<file path="src/pkg/sasi_pkg.sv">
// constants and types for the serial adapter status indication block
package sasi_pkg;
  localparam int unsigned CLK_HZ          = 10_000_000;
  // blink: two flashes per second, so 250 ms per half period
  localparam int unsigned BLINK_HALF_MS   = 250;
  localparam int unsigned BLINK_HALF_CYC  = CLK_HZ / 1000 * BLINK_HALF_MS;
  // least visible activity flash
  localparam int unsigned FLASH_MIN_MS    = 50;
  localparam int unsigned FLASH_MIN_CYC   = CLK_HZ / 1000 * FLASH_MIN_MS;
  localparam int unsigned CNT_W           = 22;
  // baud limits in bits per second
  localparam int unsigned BAUD_MIN        = 300;
  localparam int unsigned BAUD_STD_MAX    = 921_600;
  localparam int unsigned BAUD_SLEW_MAX   = 250_000;
  localparam int unsigned BAUD_FAST_MAX   = 3_000_000;
  localparam int unsigned BAUD_W          = 22;
  // register port
  localparam int unsigned ADDR_W          = 4;
  localparam int unsigned DATA_W          = 32;
  localparam logic [3:0]  REG_CTRL        = 4'h0;
  localparam logic [3:0]  REG_FRAME       = 4'h1;
  localparam logic [3:0]  REG_BAUD        = 4'h2;
  localparam logic [3:0]  REG_STATUS      = 4'h3;
  localparam logic [3:0]  REG_IRQ_STAT    = 4'h4;
  localparam logic [3:0]  REG_IRQ_EN      = 4'h5;
  localparam logic [3:0]  REG_IRQ_CLR     = 4'h6;
  // control bits
  localparam int unsigned CB_HALF   = 0;
  localparam int unsigned CB_ECHO   = 1;
  localparam int unsigned CB_TERM   = 2;
  localparam int unsigned CB_SLEW   = 3;
  localparam int unsigned CB_BIAS   = 4;
  localparam int unsigned CB_PROG   = 5;
  localparam int unsigned CB_RTSCTS = 6;
  localparam int unsigned CTRL_W    = 7;
  // frame bits: [0] eight data bits, [3:1] parity, [4] two stop bits
  localparam int unsigned FB_DATA8  = 0;
  localparam int unsigned FB_PAR_LO = 1;
  localparam int unsigned FB_STOP2  = 4;
  localparam int unsigned FRAME_W   = 5;
  // irq bits
  localparam int unsigned IB_RX     = 0;
  localparam int unsigned IB_TX     = 1;
  localparam int unsigned IB_PWR    = 2;
  localparam int unsigned IB_BAUD   = 3;
  localparam int unsigned IRQ_W     = 4;
  localparam logic [DATA_W-1:0] CTRL_RST = 32'h0000_0000;
  localparam logic [DATA_W-1:0] BAUD_RST = 32'h0000_2580;
  typedef enum logic [2:0] {
    SASI_PAR_NONE, SASI_PAR_EVEN, SASI_PAR_ODD, SASI_PAR_MARK, SASI_PAR_SPACE
  } sasi_parity_t;
endpackage

</file>
<file path="src/sasi_top.sv">
// status and mode indication logic of the serial adapter
// Functional notes
// - config light steady in normal mode, two flashes per second in programming
// - receive light flashes while data arrives from the peripheral
// - transmit light flashes while data goes out to the peripheral
// - full-duplex and half-duplex lights each lit only in their mode
// - echo in half-duplex loops own transmit back and lights echo
// - termination light lit while line termination is switched in
// - slew light lit when limiting on; baud capped 250k, else 3M
// - fail-safe light lit while extra bias pull resistors are engaged
// - power light follows the 5V output good level
// - frame uses 7 or 8 data bits, five parity kinds, 1 or 2 stops
// - flow control is none or rts/cts handshaking, rts/cts only in full-duplex
// - baud from 300 up to 921.6k standard, custom up to 3M
// - exactly one of full-duplex or half-duplex at any time
// - echo allowed only in half-duplex mode
module sasi_top
  import sasi_pkg::*;
(
  // clock and reset
  input  wire logic              clk,
  input  wire logic              rst,
  input  wire logic              clk_en,
  // register port
  input  wire logic [ADDR_W-1:0] addr,
  input  wire logic [DATA_W-1:0] wdata,
  input  wire logic              wr,
  input  wire logic              rd,
  output logic      [DATA_W-1:0] rdata,
  // serial lines and power good level seen by the indication logic (pins)
  input  wire logic              rx_line,
  input  wire logic              tx_line,
  input  wire logic              pwr_good,
  // line controls
  output logic                   rx_echo_sel,
  output logic                   term_en,
  output logic                   slew_en,
  output logic                   extra_failsafe_bias,
  output logic                   rtscts_en,
  // indicators
  output logic                   led_config,
  output logic                   led_rx,
  output logic                   led_tx,
  output logic                   led_full,
  output logic                   led_half,
  output logic                   led_echo,
  output logic                   line_termination_indicator,
  output logic                   led_slew,
  output logic                   led_failsafe,
  output logic                   output_power_indicator,
  // interrupt
  output logic                   irq
);

  // ----------------------------------------------------------------
  // pin synchronisers
  // ----------------------------------------------------------------
  logic [2:0] s1_q, s1_d, s2_q, s2_d, s3_q, s3_d;

  always_comb begin
    s1_d = {pwr_good, tx_line, rx_line};
    s2_d = s1_q;
    s3_d = s2_q;
  end

  always_ff @(posedge clk) begin
    if (rst) begin
      s1_q <= 3'h7;
      s2_q <= 3'h7;
      s3_q <= 3'h7;
    end else if (clk_en) begin
      s1_q <= s1_d;
      s2_q <= s2_d;
      s3_q <= s3_d;
    end
  end

  // lines idle high; a falling edge marks activity
  logic rx_edge, tx_edge, pwr_fall;
  always_comb begin
    rx_edge  = s3_q[0] & ~s2_q[0];
    tx_edge  = s3_q[1] & ~s2_q[1];
    pwr_fall = s3_q[2] & ~s2_q[2];
  end

  // ----------------------------------------------------------------
  // registers
  // ----------------------------------------------------------------
  logic [CTRL_W-1:0]  ctrl_q, ctrl_d;
  logic [FRAME_W-1:0] frame_q, frame_d;
  logic [BAUD_W-1:0]  baud_q, baud_d;
  logic [IRQ_W-1:0]   ist_q, ist_d, ien_q, ien_d;
  logic [DATA_W-1:0]  rdata_d;
  logic               baud_bad;

  function automatic logic [BAUD_W-1:0] baud_limit(input logic slew);
    baud_limit = slew ? BAUD_W'(BAUD_SLEW_MAX) : BAUD_W'(BAUD_FAST_MAX);
  endfunction

  function automatic logic [BAUD_W-1:0] clamp_baud(input logic [BAUD_W-1:0] b,
                                                    input logic slew);
    if (b < BAUD_W'(BAUD_MIN))
      clamp_baud = BAUD_W'(BAUD_MIN);
    else if (b > baud_limit(slew))
      clamp_baud = baud_limit(slew);
    else
      clamp_baud = b;
  endfunction

  always_comb begin
    ctrl_d   = ctrl_q;
    frame_d  = frame_q;
    baud_d   = baud_q;
    ien_d    = ien_q;
    baud_bad = 1'b0;
    rdata_d  = '0;
    if (wr) begin
      unique case (addr)
        REG_CTRL: begin
          ctrl_d = wdata[CTRL_W-1:0];
          ctrl_d[CB_ECHO] = wdata[CB_ECHO] & wdata[CB_HALF];
        end
        REG_FRAME: begin
          frame_d = wdata[FRAME_W-1:0];
          if (wdata[FB_PAR_LO +: 3] > 3'(SASI_PAR_SPACE))
            frame_d[FB_PAR_LO +: 3] = 3'(SASI_PAR_NONE);
        end
        REG_BAUD: begin
          baud_d = clamp_baud(wdata[BAUD_W-1:0], ctrl_q[CB_SLEW]);
          baud_bad = (baud_d != wdata[BAUD_W-1:0]);
        end
        REG_IRQ_EN: ien_d = wdata[IRQ_W-1:0];
        default: ;
      endcase
    end
    // slew switched on later also pulls the rate down
    if (baud_d > baud_limit(ctrl_d[CB_SLEW]))
      baud_d = baud_limit(ctrl_d[CB_SLEW]);
    if (rd) begin
      unique case (addr)
        REG_CTRL:     rdata_d = DATA_W'(ctrl_q);
        REG_FRAME:    rdata_d = DATA_W'(frame_q);
        REG_BAUD:     rdata_d = DATA_W'(baud_q);
        REG_STATUS:   rdata_d = {22'h0, output_power_indicator, led_failsafe, led_slew,
                                 line_termination_indicator, led_echo, led_half,
                                 led_full, led_tx, led_rx, led_config};
        REG_IRQ_STAT: rdata_d = DATA_W'(ist_q);
        REG_IRQ_EN:   rdata_d = DATA_W'(ien_q);
        default:      rdata_d = '0;
      endcase
    end
    // set wins over clear
    ist_d = ist_q;
    if (wr && addr == REG_IRQ_CLR)
      ist_d = ist_q & ~wdata[IRQ_W-1:0];
    ist_d[IB_RX]   = ist_d[IB_RX]   | rx_edge;
    ist_d[IB_TX]   = ist_d[IB_TX]   | tx_edge;
    ist_d[IB_PWR]  = ist_d[IB_PWR]  | pwr_fall;
    ist_d[IB_BAUD] = ist_d[IB_BAUD] | baud_bad;
  end

  always_ff @(posedge clk) begin
    if (rst) begin
      ctrl_q  <= CTRL_RST[CTRL_W-1:0];
      frame_q <= {1'b0, 3'(SASI_PAR_NONE), 1'b1};
      baud_q  <= BAUD_RST[BAUD_W-1:0];
      ist_q   <= '0;
      ien_q   <= '0;
      rdata   <= '0;
    end else if (clk_en) begin
      ctrl_q  <= ctrl_d;
      frame_q <= frame_d;
      baud_q  <= baud_d;
      ist_q   <= ist_d;
      ien_q   <= ien_d;
      rdata   <= rdata_d;
    end
  end

  // ----------------------------------------------------------------
  // blink and flash timers
  // ----------------------------------------------------------------
  logic [CNT_W-1:0] blink_q, blink_d, rxs_q, rxs_d, txs_q, txs_d;
  logic             phase_q, phase_d;

  function automatic logic [CNT_W-1:0] stretch(input logic [CNT_W-1:0] c,
                                               input logic ev);
    if (ev)
      stretch = CNT_W'(FLASH_MIN_CYC);
    else if (c != '0)
      stretch = c - CNT_W'(1);
    else
      stretch = '0;
  endfunction

  always_comb begin
    phase_d = phase_q;
    blink_d = blink_q + CNT_W'(1);
    if (blink_q == CNT_W'(BLINK_HALF_CYC - 1)) begin
      blink_d = '0;
      phase_d = ~phase_q;
    end
    rxs_d = stretch(rxs_q, rx_edge);
    txs_d = stretch(txs_q, tx_edge);
  end

  always_ff @(posedge clk) begin
    if (rst) begin
      blink_q <= '0;
      phase_q <= 1'b1;
      rxs_q   <= '0;
      txs_q   <= '0;
    end else if (clk_en) begin
      blink_q <= blink_d;
      phase_q <= phase_d;
      rxs_q   <= rxs_d;
      txs_q   <= txs_d;
    end
  end

  // ----------------------------------------------------------------
  // outputs
  // ----------------------------------------------------------------
  always_ff @(posedge clk) begin
    if (rst) begin
      led_config <= 1'b0;
      led_rx <= 1'b0;
      led_tx <= 1'b0;
      led_full <= 1'b0;
      led_half <= 1'b0;
      led_echo <= 1'b0;
      line_termination_indicator <= 1'b0;
      led_slew <= 1'b0;
      led_failsafe <= 1'b0;
      output_power_indicator <= 1'b0;
      rx_echo_sel <= 1'b0;
      term_en <= 1'b0;
      slew_en <= 1'b0;
      extra_failsafe_bias <= 1'b0;
      rtscts_en <= 1'b0;
      irq <= 1'b0;
    end else if (clk_en) begin
      led_config <= ctrl_q[CB_PROG] ? phase_q : 1'b1;
      led_rx <= (rxs_q != '0);
      led_tx <= (txs_q != '0);
      led_full <= ~ctrl_q[CB_HALF];
      led_half <= ctrl_q[CB_HALF];
      led_echo <= ctrl_q[CB_ECHO] & ctrl_q[CB_HALF];
      rx_echo_sel <= ctrl_q[CB_ECHO] & ctrl_q[CB_HALF];
      term_en <= ctrl_q[CB_TERM];
      line_termination_indicator <= ctrl_q[CB_TERM];
      slew_en <= ctrl_q[CB_SLEW];
      led_slew <= ctrl_q[CB_SLEW];
      extra_failsafe_bias <= ctrl_q[CB_BIAS];
      led_failsafe <= ctrl_q[CB_BIAS];
      output_power_indicator <= s3_q[2];
      rtscts_en <= ctrl_q[CB_RTSCTS] & ~ctrl_q[CB_HALF];
      irq <= |(ist_q & ien_q);
    end
  end
endmodule

</file>
<file path="config.mk">
export PLATFORM = sky130hd
export DESIGN_NAME = sasi_top
export DESIGN_NICKNAME = d
export VERILOG_FILES = /design/src/pkg/sasi_pkg.sv /design/src/sasi_top.sv
export SDC_FILE = /design/constraint.sdc
export NUM_CORES = 1
export LEC_CHECK = 0
export BUFFER_PORTS_ARGS = -buffer_cell sky130_fd_sc_hd__buf_2
export CELL_PAD_IN_SITES_DETAIL_PLACEMENT = 1
export CELL_PAD_IN_SITES_GLOBAL_PLACEMENT = 1
export CORE_MARGIN = 2
export CORE_UTILIZATION = 46
export CTS_BUF_LIST = sky130_fd_sc_hd__clkbuf_4
export DETAILED_ROUTE_END_ITERATION = 7
export PLACE_DENSITY = 0.94
export SYNTH_ARGS = -nofsm -noshare
export SYNTH_HDL_FRONTEND = slang
export SYNTH_SLANG_ARGS = --single-unit
</file>
<file path="constraint.sdc">
create_clock -name clk -period 5.2 [get_ports clk]
set_input_delay 1.04 -clock clk [delete_from_list [all_inputs] [get_ports clk]]
set_output_delay 1.04 -clock clk [all_outputs]
set_load 0.02 [all_outputs]
</file>
==> results of run 1 <==
-- worst max path at each step --
stage | startpoint | end | cells after the start
floorplan | wdata[9] | baud_q[12]$_SDFFE_PP0P_ | 18
global placement | wdata[9] | baud_q[2]$_SDFFE_PP0P_ | 17
detailed placement | wdata[9] | baud_q[19]$_SDFFE_PP0P_ | 19
CTS | ctrl_q[3]$_SDFFE_PP0P_ | baud_q[19]$_SDFFE_PP0P_ | 20
global route | ctrl_q[3]$_SDFFE_PP0P_ | baud_q[14]$_SDFFE_PP0P_ | 18
finish | ctrl_q[3]$_SDFFE_PP0P_ | baud_q[2]$_SDFFE_PP0P_ | 19
-- power groups by stage --
stage / sequential (mW) / combinational (mW) / clock (mW)
CTS: 1.52 / 1.46 / 0.793
detailed placement: 1.54 / 1.41 / 0
finish: 1.53 / 1.47 / 0.783
floorplan: 1.50 / 1.11 / 0
global placement: 1.52 / 1.33 / 0
global route: 1.55 / 1.66 / 0.839
-- through the flow --
stage          hold slack, ps  power, mW  setup WS (ps)  setup TNS [ps]
2_1_floorplan             431       2.61            290               0
3_3_place_gp              441       2.86           10.1               0
3_5_place_dp              457       2.95           -140           -1130
4_1_cts                   477       3.77            280               0
5_1_grt                   493       4.05            131               0
6_report                  478       3.78            388               0
-- synthesized netlist by cell type, drive strengths merged (3+ instances only) --
master    n
nand4b    3
ha       21
clkbuf   29
nand4    12
or2       7
o22ai     6
mux2i    43
mux2      7
or4       3
and3     11
o21a      3
nor2    152
or3      20
a221o     5
a221oi    3
a21oi    94
a31oi     9
and2      3
buf      32
a311o     3
nand3    17
a311oi    9
a21o      6
nor3b     8
inv      20
dfxtp   152
nand2   113
xnor2     7
a22oi    19
nand2b    4
nand3b    4
nor2b    14
and4      3
xor2     16
o31ai     4
nor4b     6
a211o     5
a211oi    5
nor4     12
o211ai    4
o21ai    43
nor3     42
-- state kept, by name, summed over array words and instances, names as in the netlist, 4 cells and up --
| name | count |
|---|---|
| baud_q | 22 |
| blink_q | 22 |
| rdata | 22 |
| rxs_q | 22 |
| txs_q | 22 |
| ctrl_q | 7 |
| frame_q | 5 |
| ien_q | 4 |
| ist_q | 4 |
-- what timing repair did --
action	in CTS	in global routing
endpoints found under the hold margin	0	0
resized for setup	0	2
setup endpoints to repair	0	8
-- per-layer routing --
metal / GRT usage / vias up / part of all wire
met5: 0 / - / 0
met4: 0.131 / 0 / 0.038
met3: 0.0507 / 81 / 0.045
met2: 0.489 / 227 / 0.51
met1: 0.322 / 3910 / 0.41
li1: - / 3731 / -
-- cell type report --
type	count	area [sq um]
Clock buffer	18	135
Multi-Input combinational cell	776	4760
Fill cell	2159	8210
Clock inverter	14	159
Timing Repair Buffer	105	613
Inverter	22	82.6
Sequential cell	152	3040
Tap cell	225	282
Antenna cell	1	2.50
-- cells by family (layout without fill, tap and decap cells) --
logic type | Yosys count | count (layout)
DFF | 152 | 152
AOI/OAI and AO/OA | 232 | 232
adders and majority gates | 21 | 21
buffers and inverters | 83 | 159
and+or+nand+nor | 439 | 439
muxes | 51 | 51
other | 1 | 11
xor gates and xnor gates | 23 | 23
-- worst reg2reg max path, stage by stage (launching register included) --
cell and delay, ps:
dfxtp_2 450, inv_1 170, ha_1 330, nor4bb_4 180
a21boi_4 150, o41a_2 470, o21ai_2 310, buf_4 220
nand2_1 60, a21oi_1 230, mux2_2 210, ha_1 240
inv_1 70, nor2_1 50, a22oi_1 310, nor4_2 110
or3_1 360, a21oi_1 220, or4b_1 460, a21oi_1 140
==> flow_metrics.tcl, run 1 <==
set metrics [dict create \
    max_cap_viol_count 0 \
    hold_buffers 0 \
    gp_congestion 0.894 \
    grt_remaining_overflow 0 \
    first_pass_iters 5 \
    rsz0062_at_grt "no" \
    die_w_um 137 \
    synth_xor_area_frac 0.0247 \
    grt_antenna_before_repair 1 \
    drive_gt1_frac 0.167 \
    vias 7949 \
    grt_max_degree 63 \
    cpPeakStageDelay_ps 470 \
    synthMuxAreaShare 0.0653 \
    synth_top_family_by_area "simple AND/OR/NAND/NOR gates" \
    min_path_type "reg2reg" \
    hold_depth 2 \
    period_share 0.925 \
    synthDistinctLibCells 82 \
    crit_slowest_cell "o41a_2" \
    synth_top_area_share 0.374 \
    max-vdd-ir-drop_v 0.000235 \
    path_buf_inv 3 \
    finalHoldViolCount 0 \
    final_common_cell "dfxtp_1" \
    avgSynthCellArea_sq_um 8.13 \
    die_area_sq_um 18800 \
    synth_edf_count 0 \
    final_cell_mix "dfxtp_1 (151), nor2_1 (150), nand2_1 (113)" \
    finalClockSkew_ps 27.3 \
    synthArstFlopShare 0 \
    seq_area_frac_synth 0.374 \
    drt.antenna.violating_nets 0 \
    synth_seq_cells 152 \
    status "completed" \
    critical_path_required_ps 5720 \
    reg2reg_to "baud_q[2]$_SDFFE_PP0P_" \
    worstHoldEndpoint "rdata[3]$_SDFFE_PP0P_" \
    ys.flop_type "dfxtp_1" \
    path_class "reg2reg" \
    syn_area_sq_um 8140 \
    die_y_um 137 \
    initial_core_util 0.471 \
    yosysTopAreaCell "dfxtp_1" \
    portBuffers 71 \
    clk_path_buf_depth 2 \
    coreArea_sq_um 17300 \
    fp-row-count 48 \
    r2r_start "ctrl_q[3]$_SDFFE_PP0P_" \
    gr-usage-all-layers 0.277 \
    combPwrFrac 0.389 \
    cp_max_fo 8 \
    synth_simple_gate_area_frac 0.270 \
    tightest_slew_ps 1140 \
    drcViolationCount 0 \
    critPathLaunchType "register" \
    clk_latency_ps 610 \
    crit_chain "inv_1 > ha_1 > nor4bb_4 > a21boi_4 > o41a_2 > o21ai_2 > buf_4 > nand2_1 > a21oi_1 > mux2_2 > ha_1 > inv_1 > nor2_1 > a22oi_1 > nor4_2 > or3_1 > a21oi_1 > or4b_1 > a21oi_1" \
    totalWireLength_um 25900 \
    seqPwrFrac 0.404 \
    synthTopCellsByArea "dfxtp_1 (37%), nor2_1 (6.9%), a21oi_1 (5.7%)" \
    fin_nets 1139 \
    place_inst 1280 \
    drv_slew 0 \
    arrival_ps 5330 \
    viasPerCell 6.05 \
    setup_violations 0 \
    fin_util 0.525 \
    period_needed_ps 4810 \
    power_frac_clock 0.207 \
    rrSetupSlack_ps 390 \
    grt_pass1_wl_um 40900 \
    p_sw_frac 0.419 \
    hp-start "rdata[3]$_SDFFE_PP0P_" \
    ys_warn_count 0 \
    cts_buffers 17 \
    instances_no_fill 1313 \
    syn-instance-count 1002 \
    crit_family "compound AO/OA/AOI/OAI gates" \
    hpwl_um 17700 \
    rr_worst_depth 19 \
    place_area_sq_um 8770 \
    pin_count 92 \
    slew_headroom 0.240 \
    clk_pin_slew_worst_paths_ps 160 \
    p_leak_nw 3.70 \
    fmax_mhz 208 \
    power.internal_mw 2.20 \
    power_density_nw_per_um2 416 \
    crit_path_end_kind "register" \
    synth_compound_area_frac 0.187 \
    dr.first_iter.drc_count 469 \
    synth-adder-area-share 0.0323 \
    area_delta_synth_final_pct 11.5 \
    drt-wirelength-per-cell_um 19.7 \
    cts_tree "done" \
    cts_sinks 152 \
    switching_power_mw 1.58 \
    htreeDepth 4 \
    root_buffer "clkbuf_4" \
    crit_path_frequent_cell "a21oi_1" \
    grt_pass1_vias 8114 \
    fin_area_sq_um 9080 \
    post_cts_buffers 0 \
]
Note: power is estimated with default switching activity, not from simulation.
==> inputs of run 2 (changes only) <==
clock period = 5 ns   (was 5.2 ns; I/O delays follow)
==> flow_metrics.tcl, run 2 (synthesized netlist as in run 1, its figures left out) <==
set metrics [dict create \
    tightest_slew_ps 1060 \
    startpoint "ctrl_q[3]$_SDFFE_PP0P_" \
    clk_pin_slew_worst_paths_ps 150 \
    pin_count 92 \
    hold_buffers 0 \
    clk_latency_ps 610 \
    grt_remaining_overflow 0 \
    reg2reg_to "baud_q[16]$_SDFFE_PP0P_" \
    fin_nets 1156 \
    rrSetupSlack_ps 150 \
    drt.antenna.violating_nets 0 \
    max_cap_viol_count 0 \
    final_common_cell "dfxtp_1" \
    drive_gt1_frac 0.182 \
    status "completed" \
    finalHoldViolCount 0 \
    die_area_sq_um 18800 \
    first_pass_iters 5 \
    crit_path_end "baud_q[16]$_SDFFE_PP0P_" \
    seqCellArea_sq_um 3040 \
    die_w_um 137 \
    critical_path_required_ps 5470 \
    viasPerCell 6.21 \
    gr-usage-all-layers 0.295 \
    initial_core_util 0.471 \
    drcViolationCount 0 \
    setup_violations 0 \
    die_y_um 137 \
    max-vdd-ir-drop_v 0.000214 \
    slew_headroom 0.294 \
    grt_antenna_before_repair 1 \
    critPathLaunchType "register" \
    htreeDepth 4 \
    fin_area_sq_um 9200 \
    gp_congestion 0.883 \
    p_leak_nw 3.76 \
    dr.first_iter.drc_count 568 \
    clk_path_buf_depth 2 \
    arrival_ps 5320 \
    final_cell_mix "dfxtp_1 (152), nor2_1 (150), nand2_1 (113)" \
    area_delta_synth_final_pct 13.0 \
    timing.hold.ws_ps 472 \
    vias 8263 \
    multi_input_area_sq_um 4790 \
    path_class "reg2reg" \
    drt-wirelength-per-cell_um 20.9 \
    instances_no_fill 1330 \
    grt_max_degree 60 \
    root_buffer "clkbuf_4" \
    cts_tree "done" \
    hpwl_um 18600 \
    power_mw 3.86 \
    period_needed_ps 4850 \
    portBuffers 71 \
    place_inst 1297 \
    crit_path_end_kind "register" \
    hold_depth 2 \
    fmax_mhz 206 \
    cts_buffers 17 \
    r2r_start "ctrl_q[3]$_SDFFE_PP0P_" \
    n_fill_cell 2160 \
    power_density_nw_per_um2 420 \
    cts_sinks 152 \
    cp_max_fo 13 \
    finalClockSkew_ps 21.3 \
    grt_pass1_wl_um 43600 \
    period_share 0.970 \
    grt_pass1_vias 8571 \
    fp-row-count 48 \
    min_path_type "reg2reg" \
    rr_worst_depth 20 \
    totalWireLength_um 27800 \
    coreArea_sq_um 17300 \
    drv_slew 0 \
    place_area_sq_um 8910 \
]
run 2: cell types whose count changed in the layout (fill, tap and decap cells not counted), moves of 2 or more:
| cell | change |
|---|---|
| a21oi_1 | -3 |
| a21oi_2 | +3 |
| buf_4 | +16 |
| bufinv_16 | -2 |
| inv_6 | -2 |
run 2: cell type report:
| type | instances | share of cell area |
|---|---|---|
| multi-input combinational | 776 | 0.521 |
| timing repair buffer | 122 | 0.0819 |
| clock inverter | 14 | 0.0124 |
| clock buffer | 18 | 0.0147 |
| sequential | 152 | 0.331 |
| tap | 225 | 0.0306 |
| inverter | 22 | 0.00897 |
| antenna | 1 | 0.000272 |
run 2: metrics by stage:
stage	TNS, ps	util	setup WS [ps]
final	0	0.532	152
after global routing	-143	0.532	-82.1
after CTS	0	0.530	149
after detailed placement	-3730	0.515	-345
after global placement	-1290	0.515	-147
after floorplan	0	-	130
run 2: worst min-delay path by stage:
stage	from	endpoint	slack [ps]
floorplan	frame_q[1]$_SDFFE_PP0P_	frame_q[1]$_SDFFE_PP0P_	430
global placement	frame_q[1]$_SDFFE_PP0P_	frame_q[1]$_SDFFE_PP0P_	440
detailed placement	frame_q[2]$_SDFFE_PP0P_	frame_q[2]$_SDFFE_PP0P_	460
CTS	rtscts_en$_SDFFE_PP0P_	rtscts_en$_SDFFE_PP0P_	480
global route	rtscts_en$_SDFFE_PP0P_	rtscts_en$_SDFFE_PP0P_	500
finish	rtscts_en$_SDFFE_PP0P_	rtscts_en$_SDFFE_PP0P_	470
run 2: what timing repair did:
action                                  CTS  global route
endpoints found under the hold margin     0             0
setup buffers                             0             0
endpoints found under the setup margin    0            10
gates resized for setup                   0             6
run 2: power by group:
| part | switching [mW] | leakage, nW | internal [mW] |
|---|---|---|---|
| registers | 0.201 | 1.23 | 1.38 |
| clock network | 0.508 | 0.132 | 0.213 |
| logic | 0.955 | 2.40 | 0.603 |
run 2: critical path, cell delays in order (launching register included):
cell and delay (ps):
dfxtp_1 350, buf_4 230, ha_1 290, and4b_1 240
a221oi_2 310, buf_4 180, o21a_2 180, a21oi_4 70
nand2_1 210, a21oi_1 130, mux2_2 310, ha_1 300
and2_1 160, nand4_1 110, a21oi_1 360, nand2b_1 130
o32ai_2 350, nor2_4 80, buf_4 170, nor4_1 420
a211oi_1 100
run 2: metal layers:
metal / vias to the layer above / track usage / wire [um]
met3: 126 / 0.0581 / 1430
met5: - / 0 / 0
li1: 3751 / - / -
met2: 349 / 0.519 / 14000
met1: 4037 / 0.336 / 11100
met4: 0 / 0.153 / 1310
==> inputs of run 3 (changes only) <==
ABC_AREA = 1   (was default)
CORE_UTILIZATION = 44   (was 46)
==> flow_metrics.tcl, run 3 <==
set metrics [dict create \
    min_path_type "reg2reg" \
    rr_worst_depth 28 \
    reg2reg_to "baud_q[7]$_SDFFE_PP1P_" \
    arrival_ps 4920 \
    initial_core_util 0.448 \
    rsz0062_at_grt "no" \
    r2r_start "ctrl_q[3]$_SDFFE_PP0P_" \
    hold_depth 2 \
    path_buf_inv 5 \
    grt_antenna_before_repair 1 \
    viasPerCell 5.57 \
    crit_family "simple AND/OR/NAND/NOR gates" \
    ys.flop_type "dfxtp_1" \
    drcViolationCount 0 \
    cpPeakStageDelay_ps 570 \
    fin_setup_tns_ps 0 \
    synthTopCellsByCount "nand2_1 (247), dfxtp_1 (152), nor2_1 (146)" \
    final_cell_mix "nand2_1 (247), dfxtp_1 (152), nor2_1 (146)" \
    seq_area_frac_synth 0.363 \
    cts_sinks 152 \
    worstHoldEndpoint "rdata[19]$_SDFFE_PP0P_" \
    hold_buffers 0 \
    cts_tree "done" \
    hp-start "rdata[19]$_SDFFE_PP0P_" \
    crit_path_frequent_cell "nand2_1" \
    pin_count 92 \
    coreArea_sq_um 18700 \
    cts_buffers 17 \
    fmax_mhz 225 \
    post_cts_buffers 0 \
    startpoint "ctrl_q[3]$_SDFFE_PP0P_" \
    period_needed_ps 4440 \
    first_pass_iters 7 \
    grt_max_degree 80 \
    period_share 0.888 \
    final_common_cell "nand2_1" \
    power_density_nw_per_um2 425 \
    crit_slowest_cell "dfxtp_1" \
    finalClockSkew_ps 22.7 \
    setup_violations 0 \
    hpwl_um 18500 \
    fp-row-count 50 \
    synth_seq_cells 152 \
    synth_top_area_share 0.363 \
    path_class "reg2reg" \
    grt_remaining_overflow 0 \
    cp_max_fo 22 \
    avgSynthCellArea_sq_um 6.86 \
    n_fill_cell 2484 \
    place_area_sq_um 8810 \
    drive_gt1_frac 0.121 \
    area_delta_synth_final_pct 9.19 \
    crit_path_end_kind "register" \
    slew_headroom 0.223 \
    die_area_sq_um 20200 \
    syn_area_sq_um 8370 \
    finalHoldViolCount 0 \
    gr-usage-all-layers 0.261 \
    rrSetupSlack_ps 560 \
    cts_resized 0 \
    critPathLaunchType "register" \
    critical_path_required_ps 5480 \
    grt_pass1_vias 8486 \
    ys_warn_count 0 \
    grt_pass1_wl_um 42300 \
    p_leak_nw 4.03 \
    root_buffer "clkbuf_4" \
    totalWireLength_um 25700 \
    clk_path_buf_depth 2 \
    synthTopCellsByArea "dfxtp_1 (36%), nand2_1 (11%), a21oi_1 (7.2%)" \
    clk_pin_slew_worst_paths_ps 140 \
    yosysTopAreaCell "dfxtp_1" \
    portBuffers 71 \
    drt.antenna.violating_nets 0 \
    drt-wirelength-per-cell_um 16.9 \
    htreeDepth 4 \
    die_w_um 142 \
    status "completed" \
    max-vdd-ir-drop_v 0.000197 \
    syn-instance-count 1220 \
    tightest_slew_ps 1160 \
    drv_slew 0 \
    fin_area_sq_um 9140 \
    synthArstFlopShare 0 \
    synthDistinctLibCells 54 \
    max_cap_viol_count 0 \
    yosysMostFrequentCell "nand2_1" \
    die_y_um 142 \
    vias 8444 \
    clk_latency_ps 600 \
    gp_congestion 0.928 \
    fin_nets 1333 \
    dr.first_iter.drc_count 502 \
    synth_edf_count 0 \
]
run 3: cell types whose count changed in the layout (fill, tap and decap cells not counted), moves of 31 or more:
| cell | change |
|---|---|
| nand3_1 | +53 |
| inv_1 | +118 |
| nand2_1 | +134 |
| a21oi_1 | +31 |
| mux2i_1 | -43 |
| buf_4 | -41 |
run 3: per-layer routing:
layer | wire length [um] | vias to the layer above | track usage
met4 | 523 | 0 | 0.0889
met5 | 0 | - | 0
met1 | 11400 | 4082 | 0.333
met3 | 1220 | 49 | 0.0373
met2 | 12600 | 226 | 0.452
li1 | - | 4087 | -
run 3: layout make-up:
cell class,count,area (sq um),share of cell area
Multi-Input combinational cell,874,4510,0.493
Sequential cell,152,3040,0.333
Inverter,143,538,0.0588
Timing Repair Buffer,80,425,0.0465
Tap cell,234,293,0.0320
Clock inverter,14,198,0.0216
Clock buffer,18,135,0.0148
Antenna cell,1,2.50,0.000274
run 3: worst max-delay path by stage:
stage,slack (ps),depth (start not counted),end
floorplan,1000,22,baud_q[6]$_SDFFE_PP0P_
global placement,420,21,baud_q[7]$_SDFFE_PP1P_
detailed placement,330,25,baud_q[7]$_SDFFE_PP1P_
CTS,570,28,baud_q[7]$_SDFFE_PP1P_
global route,30,28,baud_q[7]$_SDFFE_PP1P_
finish,560,28,baud_q[7]$_SDFFE_PP1P_
run 3: where the power goes:
group / total (mW) / switching (mW) / internal, mW
clock network: 0.893 / 0.486 / 0.407
logic: 1.43 / 0.905 / 0.524
registers: 1.56 / 0.190 / 1.37
run 3: stage by stage:
step           std cells  setup WS, ps  power [mW]  utilization  hold WS (ps)
2_1_floorplan       1229          1000        2.63            -           429
3_3_place_gp        1483           416        2.86        0.471           440
3_5_place_dp        1483           331        2.97        0.471           451
4_1_cts             1515           567        3.88        0.489           479
5_1_grt             1516          32.4        4.16        0.489           491
6_report            1516           558        3.88        0.489           475
run 3: kinds of logic after synthesis:
group / count (synthesis) / share of synthesized area
simple gates: 561 / 0.296
compound gates: 239 / 0.162
buf+inv: 203 / 0.102
flops: 152 / 0.363
xor+xnor: 43 / 0.0450
fa+ha+maj: 21 / 0.0314
other cells: 1 / 0.000448
run 3: worst reg2reg max path, delay by kind of cell, from the launching register on:
family,cells,cell delay (ps)
adders and majority gates,2,590
AOI/OAI and AO/OA,3,350
buffers and inverters,5,590
and+or+nand+nor,18,2240
DFF,1,570
